==> config.mk <==
export PLATFORM = sky130hd
export DESIGN_NAME = sacc_top
export DESIGN_NICKNAME = d
export VERILOG_FILES = /design/src/sacc_pkg.sv /design/src/sacc_top.sv /design/src/sacc_mcyc_div.sv /design/src/sacc_sar.sv
export SDC_FILE = /design/constraint.sdc
export NUM_CORES = 1
export LEC_CHECK = 0
export ABC_AREA = 1
export BUFFER_PORTS_ARGS = -buffer_cell sky130_fd_sc_hd__buf_2
export CORE_UTILIZATION = 55
export DETAILED_ROUTE_END_ITERATION = 8
export GPL_TIMING_DRIVEN = 0
export PLACE_DENSITY_LB_ADDON = 0.15
export SETUP_SLACK_MARGIN = 0.1
export SYNTH_ARGS = -nofsm -noshare
export SYNTH_HDL_FRONTEND = slang
export SYNTH_SLANG_ARGS = --single-unit
==> constraint.sdc <==
create_clock -name ref_clk -period 3.52 [get_ports ref_clk]
set_clock_uncertainty 0.15 [all_clocks]
set_input_delay 0.176 -clock ref_clk [delete_from_list [all_inputs] [get_ports ref_clk]]
set_output_delay 0.176 -clock ref_clk [all_outputs]
set_load 0.01 [all_outputs]
==> src/sacc_pkg.sv <==
// Package for the converter control block: register indices, field
// positions, reset values, sequencing counts and shared helpers.
// Assumes a single 25 MHz clock and a Wishbone classic register bus.
`default_nettype none

package sacc_pkg;

   // ---------------------------------------------------------------
   // Register indices (byte address is four times the index)
   // ---------------------------------------------------------------
   localparam logic [9:0] ADC_CTRL_IDX = 10'h0c5; // adc_control
   localparam logic [9:0] RES_HIGH_IDX = 10'h0c6; // result_high_reg
   localparam logic [9:0] AUX_CTRL_IDX = 10'h0c7; // aux_ctrl_reg

   // ---------------------------------------------------------------
   // Field positions
   // ---------------------------------------------------------------
   localparam int CTRL_RES1_BIT = 7;  // result_bit1
   localparam int CTRL_RES0_BIT = 6;  // result_bit0
   localparam int CTRL_EXT_BIT = 5;   // ext_start_enable
   localparam int CTRL_DONE_BIT = 4;  // conv_done_flag
   localparam int CTRL_START_BIT = 3; // conv_start_flag
   localparam int CTRL_CHAN_LSB = 0;  // chan_sel_bit2..0
   localparam int AUX_MODE8_BIT = 7;  // eight_bit_mode_sel
   localparam int AUX_IDLE_BIT = 6;   // adc_idle_active

   // ---------------------------------------------------------------
   // Reset values
   // ---------------------------------------------------------------
   localparam logic [7:0] CTRL_RESET = 8'h00;
   localparam logic [7:0] AUX_RESET = 8'h00;
   localparam logic [7:0] RES_HIGH_RESET = 8'h00;

   // ---------------------------------------------------------------
   // Timing counts
   // ---------------------------------------------------------------
   localparam logic [3:0] MCYC_CLKS = 4'hc;    // Clocks per machine cycle
   localparam logic [5:0] INIT_MC = 6'h02;     // Initiation cycles
   localparam logic [5:0] SAMPLE_MC_10 = 6'h08; // Sampling, full mode
   localparam logic [5:0] SAMPLE_MC_8 = 6'h06;  // Sampling, fast mode
   localparam logic [5:0] BIT_MC_10 = 6'h04;    // Cycles per bit, full
   localparam logic [5:0] BIT_MC_8 = 6'h02;     // Cycles per bit, fast
   localparam logic [9:0] SAR_TOP = 10'h200;    // Only top bit set
   localparam logic [3:0] SAR_TOP_BIT = 4'h9;   // Pointer of top bit

   // Lowest bit under test for the selected resolution
   function automatic logic [3:0] sacc_low_bit(input logic mode8);
      sacc_low_bit = mode8 ? 4'h2 : 4'h0;
   endfunction

endpackage

`default_nettype wire

==> src/sacc_top.sv <==
// Conversion control for an eight-channel 10-bit successive
// approximation converter, with a Wishbone classic register slave.
// Assumes: one 25 MHz clock, synchronous reset, comparator and start
// pin asynchronous, idle and power-down levels from on-chip logic.
//
// Added by the designer: the Wishbone register port.
`default_nettype none

// How it works
// - Full conversion takes fifty machine cycles, ten bits
// - Fast mode: twenty-four cycles, eight-bit result
// - Idle keeps converter on only if enabled
// - External edge starts only when enabled
// - Pin edge seen at cycle end, starts next
// - Software start begins at following machine cycle
// - Start command and busy status are separate
// - Two init cycles; busy set after first
// - Eight sampling cycles (six in fast mode) before approximation
// - Top bit first, keep if above, descend
// - Four machine cycles per bit, two in fast mode
// - Upper bits high register, two low in control
// - Done set, busy cleared at completion
// - Three-bit code selects one of eight inputs
// - Channel changes only when done and busy low
// - Starts ignored while converting
// - Idle or power-down aborts; results kept
// - Busy without done blocks new start
// - Done flag blocks start until cleared
// - Clearing done with start may start
// - Hardware never clears done flag
// - Software may clear done, never set
module sacc_top
   import sacc_pkg::*;
(
   input wire logic ref_clk,        // System clock, 25 MHz
   input wire logic rst,            // Synchronous reset, active high
   input wire logic wb_cyc_i,       // Wishbone cycle
   input wire logic wb_stb_i,       // Wishbone strobe
   input wire logic wb_we_i,        // Wishbone write enable
   input wire logic [11:0] wb_adr_i, // Wishbone byte address
   input wire logic [3:0] wb_sel_i, // Wishbone byte lanes
   input wire logic [31:0] wb_dat_i, // Wishbone write data
   output logic [31:0] wb_dat_o,    // Wishbone read data
   output logic wb_ack_o,           // Wishbone acknowledge
   input wire logic idle_mode,      // Chip in idle mode
   input wire logic power_down,     // Chip in power-down mode
   input wire logic ext_start_pin,  // External start, asynchronous
   input wire logic comp_in,        // Comparator, input above DAC
   output logic [9:0] dac_voltage,  // Trial code to the ladder DAC
   output logic [2:0] analog_port,  // Selected analog input
   output logic sample_en,          // Sample switch closed
   output logic adc_powered,        // Converter supply on
   output logic conv_busy,          // Busy status flag
   output logic conv_done           // Completion flag, interrupt level
);

   // ---------------------------------------------------------------
   // Types
   // ---------------------------------------------------------------
   typedef enum logic [1:0] {
      SEQ_IDLE,
      SEQ_INIT,
      SEQ_SAMPLE,
      SEQ_CONVERT
   } sacc_seq_t;

   typedef struct packed {
      // Sequencing
      sacc_seq_t seq;       // Sequencer state
      logic [5:0] cnt;      // Machine cycles in phase
      logic cmd;            // Start command flip-flop
      logic busy;           // Busy status flag
      logic done;           // Completion flag
      // Register fields
      logic ext_en;         // ext_start_enable
      logic [2:0] chan;     // Channel code
      logic [1:0] res_lo;   // result_bit1, result_bit0
      logic [7:0] res_hi;   // result_high_reg
      logic mode8;          // eight_bit_mode_sel
      logic idle_act;       // adc_idle_active
      logic conv8;          // Mode latched at start
      // Synchronisers
      logic ext_s1;         // Start pin sync stage one
      logic ext_s2;         // Start pin sync stage two
      logic ext_prev;       // Pin level at previous cycle end
      logic cmp_s1;         // Comparator sync stage one
      logic cmp_s2;         // Comparator sync stage two
      // Output drivers
      logic ack;            // Bus acknowledge
      logic [31:0] dat;     // Bus read data
      logic samp;           // Sample switch
      logic pwr;            // Converter supply
   } sacc_regs_t;

   sacc_regs_t r;      // Current state
   sacc_regs_t next_r; // Next state

   // ---------------------------------------------------------------
   // Submodules
   // ---------------------------------------------------------------
   logic mc_strobe;      // End of machine cycle
   logic sar_load;       // Start approximation
   logic sar_decide;     // Latch decision
   logic [9:0] sar_code; // Approximation register
   logic sar_last;       // Final bit under test

   // Machine-cycle strobe from the system clock
   sacc_mcyc_div u_div (
      .ref_clk(ref_clk),
      .rst(rst),
      .mc_strobe(mc_strobe)
   );

   // Approximation register
   sacc_sar u_sar (
      .ref_clk(ref_clk),
      .rst(rst),
      .load(sar_load),
      .decide(sar_decide),
      .comp(r.cmp_s2),
      .mode8(r.conv8),
      .code(sar_code),
      .last(sar_last)
   );

   // ---------------------------------------------------------------
   // Control logic
   // ---------------------------------------------------------------
   // Decode results
   logic bus_req;     // New request awaiting answer
   logic bus_wr;      // Write takes effect this edge
   logic ctrl_wr;     // Write to control register
   logic aux_wr;      // Write to aux register
   logic conv_off;    // Converter held off
   logic ext_edge;    // Qualified pin rising edge
   logic sw_start;    // Accepted software start
   logic [5:0] phase_len; // Length of current phase
   logic [7:0] ctrl_rd;   // Control register readback
   logic [9:0] idx;       // Word index

   // Bus decode, start qualification and sequencing
   always_comb begin
      next_r = r;
      sar_load = 1'b0;
      sar_decide = 1'b0;
      idx = wb_adr_i[11:2];
      // Request seen once
      bus_req = wb_cyc_i && wb_stb_i && !r.ack;
      bus_wr = wb_cyc_i && wb_stb_i && r.ack && wb_we_i && wb_sel_i[0];
      ctrl_wr = bus_wr && (idx == ADC_CTRL_IDX);
      aux_wr = bus_wr && (idx == AUX_CTRL_IDX);
      ctrl_rd = {r.res_lo, r.ext_en, r.done, r.busy, r.chan};

      // Converter off in power-down, or in idle unless enabled
      conv_off = power_down || (idle_mode && !r.idle_act);
      phase_len = 6'h00;

      // Synchronisers for asynchronous inputs
      next_r.ext_s1 = ext_start_pin;
      next_r.ext_s2 = r.ext_s1;
      // Same for comparator
      next_r.cmp_s1 = comp_in;
      next_r.cmp_s2 = r.cmp_s1;

      // Bus answer: ack one cycle after request, drop after one
      next_r.ack = bus_req;
      if (bus_req) begin
         // Read mux
         if (idx == ADC_CTRL_IDX) begin
            next_r.dat = {24'h000000, ctrl_rd};
         end else if (idx == RES_HIGH_IDX) begin
            next_r.dat = {24'h000000, r.res_hi};
         end else if (idx == AUX_CTRL_IDX) begin
            next_r.dat = {24'h000000, r.mode8, r.idle_act, 6'h00};
         end else begin
            next_r.dat = 32'h00000000; // Unmapped reads zero
         end
      end

      // Aux register writes
      if (aux_wr) begin
         next_r.mode8 = wb_dat_i[AUX_MODE8_BIT];
         next_r.idle_act = wb_dat_i[AUX_IDLE_BIT];
      end

      // Control register writes
      sw_start = 1'b0;
      if (ctrl_wr) begin
         // Start mode
         next_r.ext_en = wb_dat_i[CTRL_EXT_BIT];
         // Zero clears, one ignored
         if (!wb_dat_i[CTRL_DONE_BIT]) begin
            next_r.done = 1'b0;
         end
         // Channel lock
         if (!r.done && !r.busy) begin
            next_r.chan = wb_dat_i[CTRL_CHAN_LSB +: 3];
         end

         // Start blocked by busy, pending command or a done flag this write does not clear
         sw_start = wb_dat_i[CTRL_START_BIT] && !r.busy && !r.cmd
                    && (r.seq == SEQ_IDLE) && !conv_off
                    && (!r.done || !wb_dat_i[CTRL_DONE_BIT]);
         // Runs at next strobe
         if (sw_start) begin
            next_r.cmd = 1'b1;
         end
      end

      // Pin rising edge judged at the end of each machine cycle
      ext_edge = 1'b0;
      if (mc_strobe) begin
         next_r.ext_prev = r.ext_s2;
         // Enabled, rising, quiet
         ext_edge = r.ext_en && r.ext_s2 && !r.ext_prev
                    && !r.cmd && !r.busy && !r.done
                    && (r.seq == SEQ_IDLE) && !conv_off;
      end

      // Phase lengths for the latched resolution
      unique case (r.seq)
         SEQ_INIT: begin
            phase_len = INIT_MC;
         end
         SEQ_SAMPLE: begin
            phase_len = r.conv8 ? SAMPLE_MC_8 : SAMPLE_MC_10;
         end
         SEQ_CONVERT: begin
            phase_len = r.conv8 ? BIT_MC_8 : BIT_MC_10;
         end
         // No phase
         SEQ_IDLE: begin
            phase_len = 6'h00;
         end
      endcase

      // Sequencer, advancing only at machine-cycle ends
      if (mc_strobe) begin
         unique case (r.seq)
            SEQ_IDLE: begin
               // Pending software command or a fresh pin edge
               if (r.cmd || ext_edge) begin
                  next_r.cmd = 1'b1;
                  next_r.seq = SEQ_INIT;
                  next_r.cnt = 6'h00;
                  next_r.conv8 = r.mode8;
               end
            end

            // Initiation
            SEQ_INIT: begin
               next_r.cnt = r.cnt + 6'h01;
               // First cycle over
               if (r.cnt == 6'h00) begin
                  next_r.busy = 1'b1;
                  next_r.cmd = 1'b0;
               end
               if (r.cnt == phase_len - 6'h01) begin
                  next_r.seq = SEQ_SAMPLE;
                  next_r.cnt = 6'h00;
                  next_r.samp = 1'b1;
               end
            end

            // Sampling
            SEQ_SAMPLE: begin
               next_r.cnt = r.cnt + 6'h01;
               if (r.cnt == phase_len - 6'h01) begin
                  next_r.seq = SEQ_CONVERT;
                  next_r.cnt = 6'h00;
                  next_r.samp = 1'b0;
                  // Load top trial
                  sar_load = 1'b1;
               end
            end

            // Bit steps
            SEQ_CONVERT: begin
               next_r.cnt = r.cnt + 6'h01;
               if (r.cnt == phase_len - 6'h01) begin
                  // Decision at the end of the step's last cycle
                  sar_decide = 1'b1;
                  next_r.cnt = 6'h00;
                  // Result out
                  if (sar_last) begin
                     next_r.seq = SEQ_IDLE;
                     next_r.busy = 1'b0;
                     next_r.done = 1'b1;
                     if (r.conv8) begin
                        // Bit 2 still trial
                        next_r.res_hi = {sar_code[9:3], r.cmp_s2};
                        next_r.res_lo = 2'h0;
                     end else begin
                        next_r.res_hi = sar_code[9:2];
                        next_r.res_lo = {sar_code[1], r.cmp_s2};
                     end
                  end
               end
            end
         endcase
      end

      // Idle or power-down abort; finished results stay untouched
      if (conv_off) begin
         next_r.seq = SEQ_IDLE;
         next_r.cnt = 6'h00;
         next_r.cmd = 1'b0;
         next_r.busy = 1'b0;
         next_r.samp = 1'b0;
         sar_load = 1'b0;
         sar_decide = 1'b0;
      end

      // Supply
      next_r.pwr = !conv_off;
   end

   // Register state; reset returns to idle with flags clear
   always_ff @(posedge ref_clk) begin
      if (rst) begin
         r <= '0;
         // Register resets
         r.res_hi <= RES_HIGH_RESET;
         r.chan <= CTRL_RESET[2:0];
         r.mode8 <= AUX_RESET[AUX_MODE8_BIT];
         r.idle_act <= AUX_RESET[AUX_IDLE_BIT];
      end else begin
         r <= next_r;
      end
   end

   // ---------------------------------------------------------------
   // Outputs, all from flip-flops
   // ---------------------------------------------------------------
   assign wb_dat_o = r.dat;
   assign wb_ack_o = r.ack;

   // Analog side
   assign dac_voltage = sar_code;
   assign analog_port = r.chan;
   assign sample_en = r.samp;
   assign adc_powered = r.pwr;

   // Flags
   assign conv_busy = r.busy;
   assign conv_done = r.done;

endmodule // sacc_top

`default_nettype wire

==> src/sacc_mcyc_div.sv <==
// Machine-cycle strobe divider: one-cycle pulse every MCYC_CLKS clocks.
// Assumes the same clock and synchronous reset as the control block.
`default_nettype none

module sacc_mcyc_div
   import sacc_pkg::*;
(
   input wire logic ref_clk, // System clock
   input wire logic rst,     // Synchronous reset, active high
   output logic mc_strobe    // End of machine cycle pulse
);

   // ---------------------------------------------------------------
   // State
   // ---------------------------------------------------------------
   typedef struct packed {
      logic [3:0] cnt; // Clock count within machine cycle
      logic strobe;    // Registered pulse
   } sacc_div_t;

   sacc_div_t r;      // Current state
   sacc_div_t next_r; // Next state

   // Count and fire on the last clock of a machine cycle
   always_comb begin
      next_r = r;
      next_r.strobe = 1'b0;
      if (r.cnt == MCYC_CLKS - 4'h1) begin
         next_r.cnt = 4'h0;
         next_r.strobe = 1'b1;
      end else begin
         next_r.cnt = r.cnt + 4'h1;
      end
   end

   // Register state
   always_ff @(posedge ref_clk) begin
      if (rst) begin
         r <= '0;
      end else begin
         r <= next_r;
      end
   end

   assign mc_strobe = r.strobe;

endmodule // sacc_mcyc_div

`default_nettype wire

==> src/sacc_sar.sv <==
// Successive approximation register with bit pointer.
// Assumes load and decide come from the sequencer on machine-cycle ends.
`default_nettype none

module sacc_sar
   import sacc_pkg::*;
(
   input wire logic ref_clk,     // System clock
   input wire logic rst,         // Synchronous reset, active high
   input wire logic load,        // Start approximation
   input wire logic decide,      // Latch comparator for bit under test
   input wire logic comp,        // Input above DAC voltage
   input wire logic mode8,       // Fast eight-bit mode
   output logic [9:0] code,      // Trial code to the DAC
   output logic last             // Bit under test is the final one
);

   // ---------------------------------------------------------------
   // State
   // ---------------------------------------------------------------
   typedef struct packed {
      logic [9:0] code; // Approximation register
      logic [3:0] ptr;  // Bit pointer
   } sacc_sar_t;

   sacc_sar_t r;      // Current state
   sacc_sar_t next_r; // Next state

   // Load top bit, then keep or clear and move to next lower bit
   always_comb begin
      next_r = r;
      if (load) begin
         next_r.code = SAR_TOP;
         next_r.ptr = SAR_TOP_BIT;
      end else if (decide) begin
         if (!comp) begin
            next_r.code[r.ptr] = 1'b0;
         end
         if (r.ptr != sacc_low_bit(mode8)) begin
            next_r.ptr = r.ptr - 4'h1;
            next_r.code[r.ptr - 4'h1] = 1'b1;
         end
      end
   end

   // Register state
   always_ff @(posedge ref_clk) begin
      if (rst) begin
         r <= '0;
      end else begin
         r <= next_r;
      end
   end

   assign code = r.code;
   assign last = (r.ptr == sacc_low_bit(mode8));

endmodule // sacc_sar

`default_nettype wire

Yosys cells after proc, flatten, opt, wreduce, memory -nomap -nowiden
Index checks and enable logic that the tools add are counted.

Register bits: 87. Word-level logic and storage cells: 154. Output and inout port bits: 50. Input bits: 57.

Muxes and demuxes: 48. Magnitude comparators: 4. Reduce and logical (&&, ||, !) cells: 52. Add/sub/neg operators: 4. Equal/unequal tests: 16. Bitwise logic cells: 3.

Operator list (count): 2-to-1 mux 8 bit (6); 2-to-1 mux 14 bit (3); 2-to-1 mux 10 bit (4); one-hot mux 8 bit (4 select lines) (1); equality test 10 x 8 -> 1 bit, second input constant (3); one-hot mux 6 bit (4 select lines) (1); logical AND 1 bit (23); 2-to-1 mux 1 bit (17); bitwise AND 10 bit (1); < comparator 4 x 5 -> 1 bit, second input constant (2); 2-to-1 mux 2 bit (5); != test 2 bit, second input constant (5); NOT 10 bit (1); OR 10 bit (1); 2-to-1 mux 3 bit (3); 2-to-1 mux 9 bit (1); demux 1 bit (select 4 bit) (2); >= comparator 4 x 1 -> 1 bit, second input constant (2); logical NOT 1 bit (8); AND reduction 2 bit (4); AND reduction 4 bit (2); nonzero test 2 bit (4); adder 6 x 1 -> 6 bit, second input constant (1); equality test 6 bit (1); other kinds (19) (26).

Longest topological paths before layout
Depth after elaboration: 14. Depth in mapped cells: 12. Gate-level depth less buffers: 12.

Modules after synthesis
Synthesis repeated with hierarchy kept, for this count alone.

Cell total of the unflattened synthesis: 550. Area, all modules: 3629.7 um^2.

By module, submodules not included: sacc_top (seq. area each 880.8 um^2, cells an instance 393, times used 1, area an instance 2521.2 um^2); sacc_sar (seq. area each 280.3 um^2, cells an instance 136, times used 1, area an instance 909.6 um^2); sacc_mcyc_div (seq. area each 100.1 um^2, cells an instance 21, times used 1, area an instance 198.9 um^2).

Worst setup path after synthesis
Ideal clock, no wire load.

Kind: reg2reg. Start point: register u_sar.r[0] in the netlist's numbering. End point: register u_sar.r, in the netlist u_sar.code[0]. Buffers on the path: 0. Setup time: 70 ps. Path slack: 1752 ps. Data arrival time: 1548 ps. Clock period less this slack: 1768 ps. Required time: 3300 ps. Stages on the path, launching flop included: 10. Path through: dfxtp_1 -> inv_1 -> ha_1 -> xnor2_1 -> inv_1 -> nor2_1 -> nand2_1 -> o21ai_0 -> nand2_1 -> a21oi_1.

Word-level cells in the longest chain between the ends: 11. Elaborated cells between the ends (all ways): 19. Those cells by class: add/sub (1); order compare (4); eq/ne (1); mux (8); bitwise (3); reduce/logical (2).

Ends and longest elaborated chain: from (decl) (line sacc_sar.sv:26) `sacc_sar_t r;`; from (signal assigned) (line sacc_sar.sv:51) `r <= next_r;`; < comparator 4 x 5 -> 1 bit (implied by the code) or >= comparator 4 x 1 -> 1 bit (tied branches) (line sacc_sar.sv:37) `next_r.code[r.ptr] = 1'b0;`; logical AND 1 bit (implied by the code) (line sacc_sar.sv:37); 2-to-1 mux 1 bit (implied by the code) (line sacc_sar.sv:37); demux 1 bit (select 4 bit); NOT 10 bit (no line); bitwise AND 10 bit (no line); 2-to-1 mux 10 bit (line sacc_sar.sv:36) `if (!comp) begin`; 2-to-1 mux 10 bit (line sacc_sar.sv:35) `end else if (decide) begin`; 2-to-1 mux 10 bit (line sacc_sar.sv:32) `if (load) begin`; OR 10 bit (no line); 2-to-1 mux 14 bit (*) (line sacc_sar.sv:39) `if (r.ptr != sacc_low_bit(mode8)) begin`.

Mark *: on every way between the ends. The rest lies on a longest branch, timed or not. The select of a mux whose other input is x is not followed. A chain may end at the register's enable or synchronous reset.

Worst setup path in the final report
Start point: register u_sar.r[0] in the netlist's numbering. End point: register u_sar.r, in the netlist u_sar.code[2].

Same word-level chain as after synthesis.

==> impl_metrics.py <==
metrics = {
    "synthesis": {
        "synth_largest_area_cell": "dfxtp_1",
        "ys_ff_latch": 63,
        "synth-simple-area-share_pct": 24.3,
        "ys_seq_area_share_pct": 36.1,
        "mappedNetlistArea_um2": 3500,
        "avgSynthCellArea_um2": 6.91,
        "yosys.area_share.xor_xnor_pct": 1.00,
        "synth_top_family_by_area": "simple AND/OR/NAND/NOR gates",
        "synth_top_area_share_pct": 36.1,
        "synth_mux_area_share_pct": 0,
        "syn_inst": 506,
        "yosys_warnings": 0,
        "post_synth_fa_ha_maj_area_fraction_pct": 2.86,
        "synth.area.top_cells": "dfxtp_1 (36%), nand2_1 (11%), buf_4 (9.9%), inv_1 (7.5%), o21ai_0 (6.6%)",
        "synth-compound-area-share_pct": 16.0,
        "synth.distinct_cells": 31,
    },
    "die": {
        "die_h_um": 81.7,
        "die_area_um2": 6680,
        "coreArea_um2": 6030,
        "core.rowCount": 28,
        "start_util_pct": 58.0,
        "ios": 107,
        "die_w_um": 81.7,
    },
    "detailed_routing": {
        "drt_iter0_drc": 120,
        "wl_per_cell_um": 12.1,
        "drc": 0,
        "vias_per_cell": 4.91,
        "num_vias": 3341,
        "wl_mm": 8.25,
        "drtAntennaViolNets": 0,
        "drt_pass1_iterations": 5,
    },
    "global_route": {
        "grt_max_degree": 12,
        "grt_pass1_wl_mm": 13.5,
        "antenna_found_initial": 0,
        "grt_usage_pct": 26.4,
        "grt-ovfl-total": 0,
        "first_global_vias": 3045,
    },
    "worst_setup_path": {
        "cp.required_ns": 3.65,
        "crit_type": "flop to flop",
        "startpoint_type": "flop",
        "worstPathArrival_ns": 2.26,
        "endpoint_kind": "flop",
        "rrSetupSlack_ns": 1.39,
        "critPathMaxFanout": 6,
    },
    "placed_design": {
        "globalplace.congestion": 0.913,
        "port_buffers": 52,
        "place_ws_ns": 1.42,
        "detailedPlacementHpwl_mm": 6.13,
    },
    "sta": {
        "rsz0062_at_grt": "false",
        "final.setup.tns_ns": 0,
        "post-route-min-period_ns": 2.13,
        "period_share_pct": 60.4,
        "max_slew_margin_pct": 62.1,
        "fin_ws_ns": 1.39,
        "tightest_slew_ns": 0.566,
        "fmax_mhz": 470,
        "hold_violations": 0,
        "slew_violations": 0,
        "final-setup-viol-count": 0,
    },
    "hold_path": {
        "hp-class": "input port to flop",
    },
    "clock_tree": {
        "clk_latency_ns": 0.35,
        "cts_tree": "yes",
        "path_clk_slew_ns": 0.07,
        "ctsHoldBuffers": 8,
        "htreeDepth": 3,
        "numCtsBuffers": 9,
        "clockBufferDepth": 2,
        "post-cts-setup-buffer-count": 0,
        "clkSinkCount": 63,
        "cts.repair.resized": 0,
        "clock-root-buffer": "clkbuf_8",
    },
    "final_layout": {
        "utilization_pct": 69.6,
        "mostFrequentLayoutCells": "nand2_1 (98), inv_1 (70), dfxtp_1 (63)",
        "regArea_um2": 1260,
        "fin_nets": 665,
        "final_common_cell": "nand2_1",
        "multiInputGateArea_um2": 1630,
        "area_growth_pct": 19.9,
        "diodes": 0,
        "drive_gt1_share_pct": 21.3,
        "fillers": 546,
    },
    "run_status": {
        "status": "complete, no violations",
    },
    "power": {
        "p_leak_nw": 1.97,
        "p_per_area_nw_per_um2": 339,
        "ir_worst_vdd_mv": 0.223,
    },
    "flow_run": {
        "max-cap-violations": 0,
    },
}
[power by group]
group          switching [mW]  internal (mW)  total [mW]
registers             0.00608          0.724       0.730
clock network           0.299          0.273       0.572
logic                  0.0612         0.0582       0.119
total                   0.366           1.06        1.42
[flip-flops by register name, indices dropped and copies added (netlist names)]
register and cells:
adc_powered 1, analog_port 3, conv_busy 1, conv_done 1, ctrl_rd 3, next_r 2, r 23, sample_en 1
u_div.mc_strobe 1, u_div.r 4, u_sar.code 10, u_sar.r 4, wb_ack_o 1, wb_dat_o 8
[layout make-up]
type / instances / share of cell area (%)
buffer: 57 / 9.88
clock buffer: 11 / 3.37
clock inverter: 5 / 0.806
inverter: 73 / 6.57
multi-input combinational: 336 / 38.9
sequential: 63 / 30.1
tap: 75 / 2.24
timing repair buffer: 60 / 8.12
[layer usage]
metal	track usage, %	wire length [um]
met5	0	0
met4	11.9	115
met3	4.56	389
met2	45.5	4030
met1	31.9	3720
[through the flow]
step                      hold WS (ns)  power, mW  instance area, um^2  cells
after floorplan                  0.133      0.823                 3580    529
after global placement           0.227      0.855                 3940    656
after detailed placement         0.234      0.857                 3940    656
after CTS                      0.00414       1.43                 4190    680
after global routing            0.0240       1.48                 4190    680
final                           0.0113       1.42                 4190    680
[worst paths after layout]
check | cells past startpoint | from | endpoint
worst max-delay path | 9 | u_sar.r[0] | u_sar.code[2]
worst min-delay path | 3 | wb_dat_i[0] | analog_port[0]
worst max register to register | 9 | u_sar.r[0] | u_sar.code[2]
worst min register to register | 2 | next_r[38] | r[38]
[cells by family after synthesis]
logic type / count (synthesis)
AND/OR/NAND/NOR: 197
XOR/XNOR: 4
adder cells (fa/ha/maj): 8
buffers and inverters: 130
other: 1
AO/OA/AOI/OAI: 103
flip-flops: 63
[critical path, stage by stage (launching register included)]
cell	delay (ns)
dfxtp_1	0.45
inv_1	0.15
ha_1	0.26
xnor2_1	0.30
inv_1	0.11
nor2_1	0.22
nand2_1	0.08
o21ai_0	0.15
nand2_1	0.07
a21oi_1	0.12
[synthesized netlist by cell type]
master,instances
nor3_2,2
xor2_1,2
nand3_1,28
inv_2,2
ha_1,8
xnor2_1,2
o21ai_1,1
nor2_1,49
clkbuf_1,6
a211oi_1,1
buf_4,46
or2_2,1
dfxtp_1,63
o211ai_1,2
clkinv_2,1
o21ai_0,46
a21oi_4,1
nor3_1,4
a21oi_1,40
buf_6,2
buf_2,2
nand4_1,11
nand2_1,98
o31ai_1,7
o22ai_1,2
nor2_4,2
nand3_2,2
inv_1,70
conb_1,1
clkbuf_8,1
a31oi_1,3
Note: power is estimated with default switching activity, not from simulation.
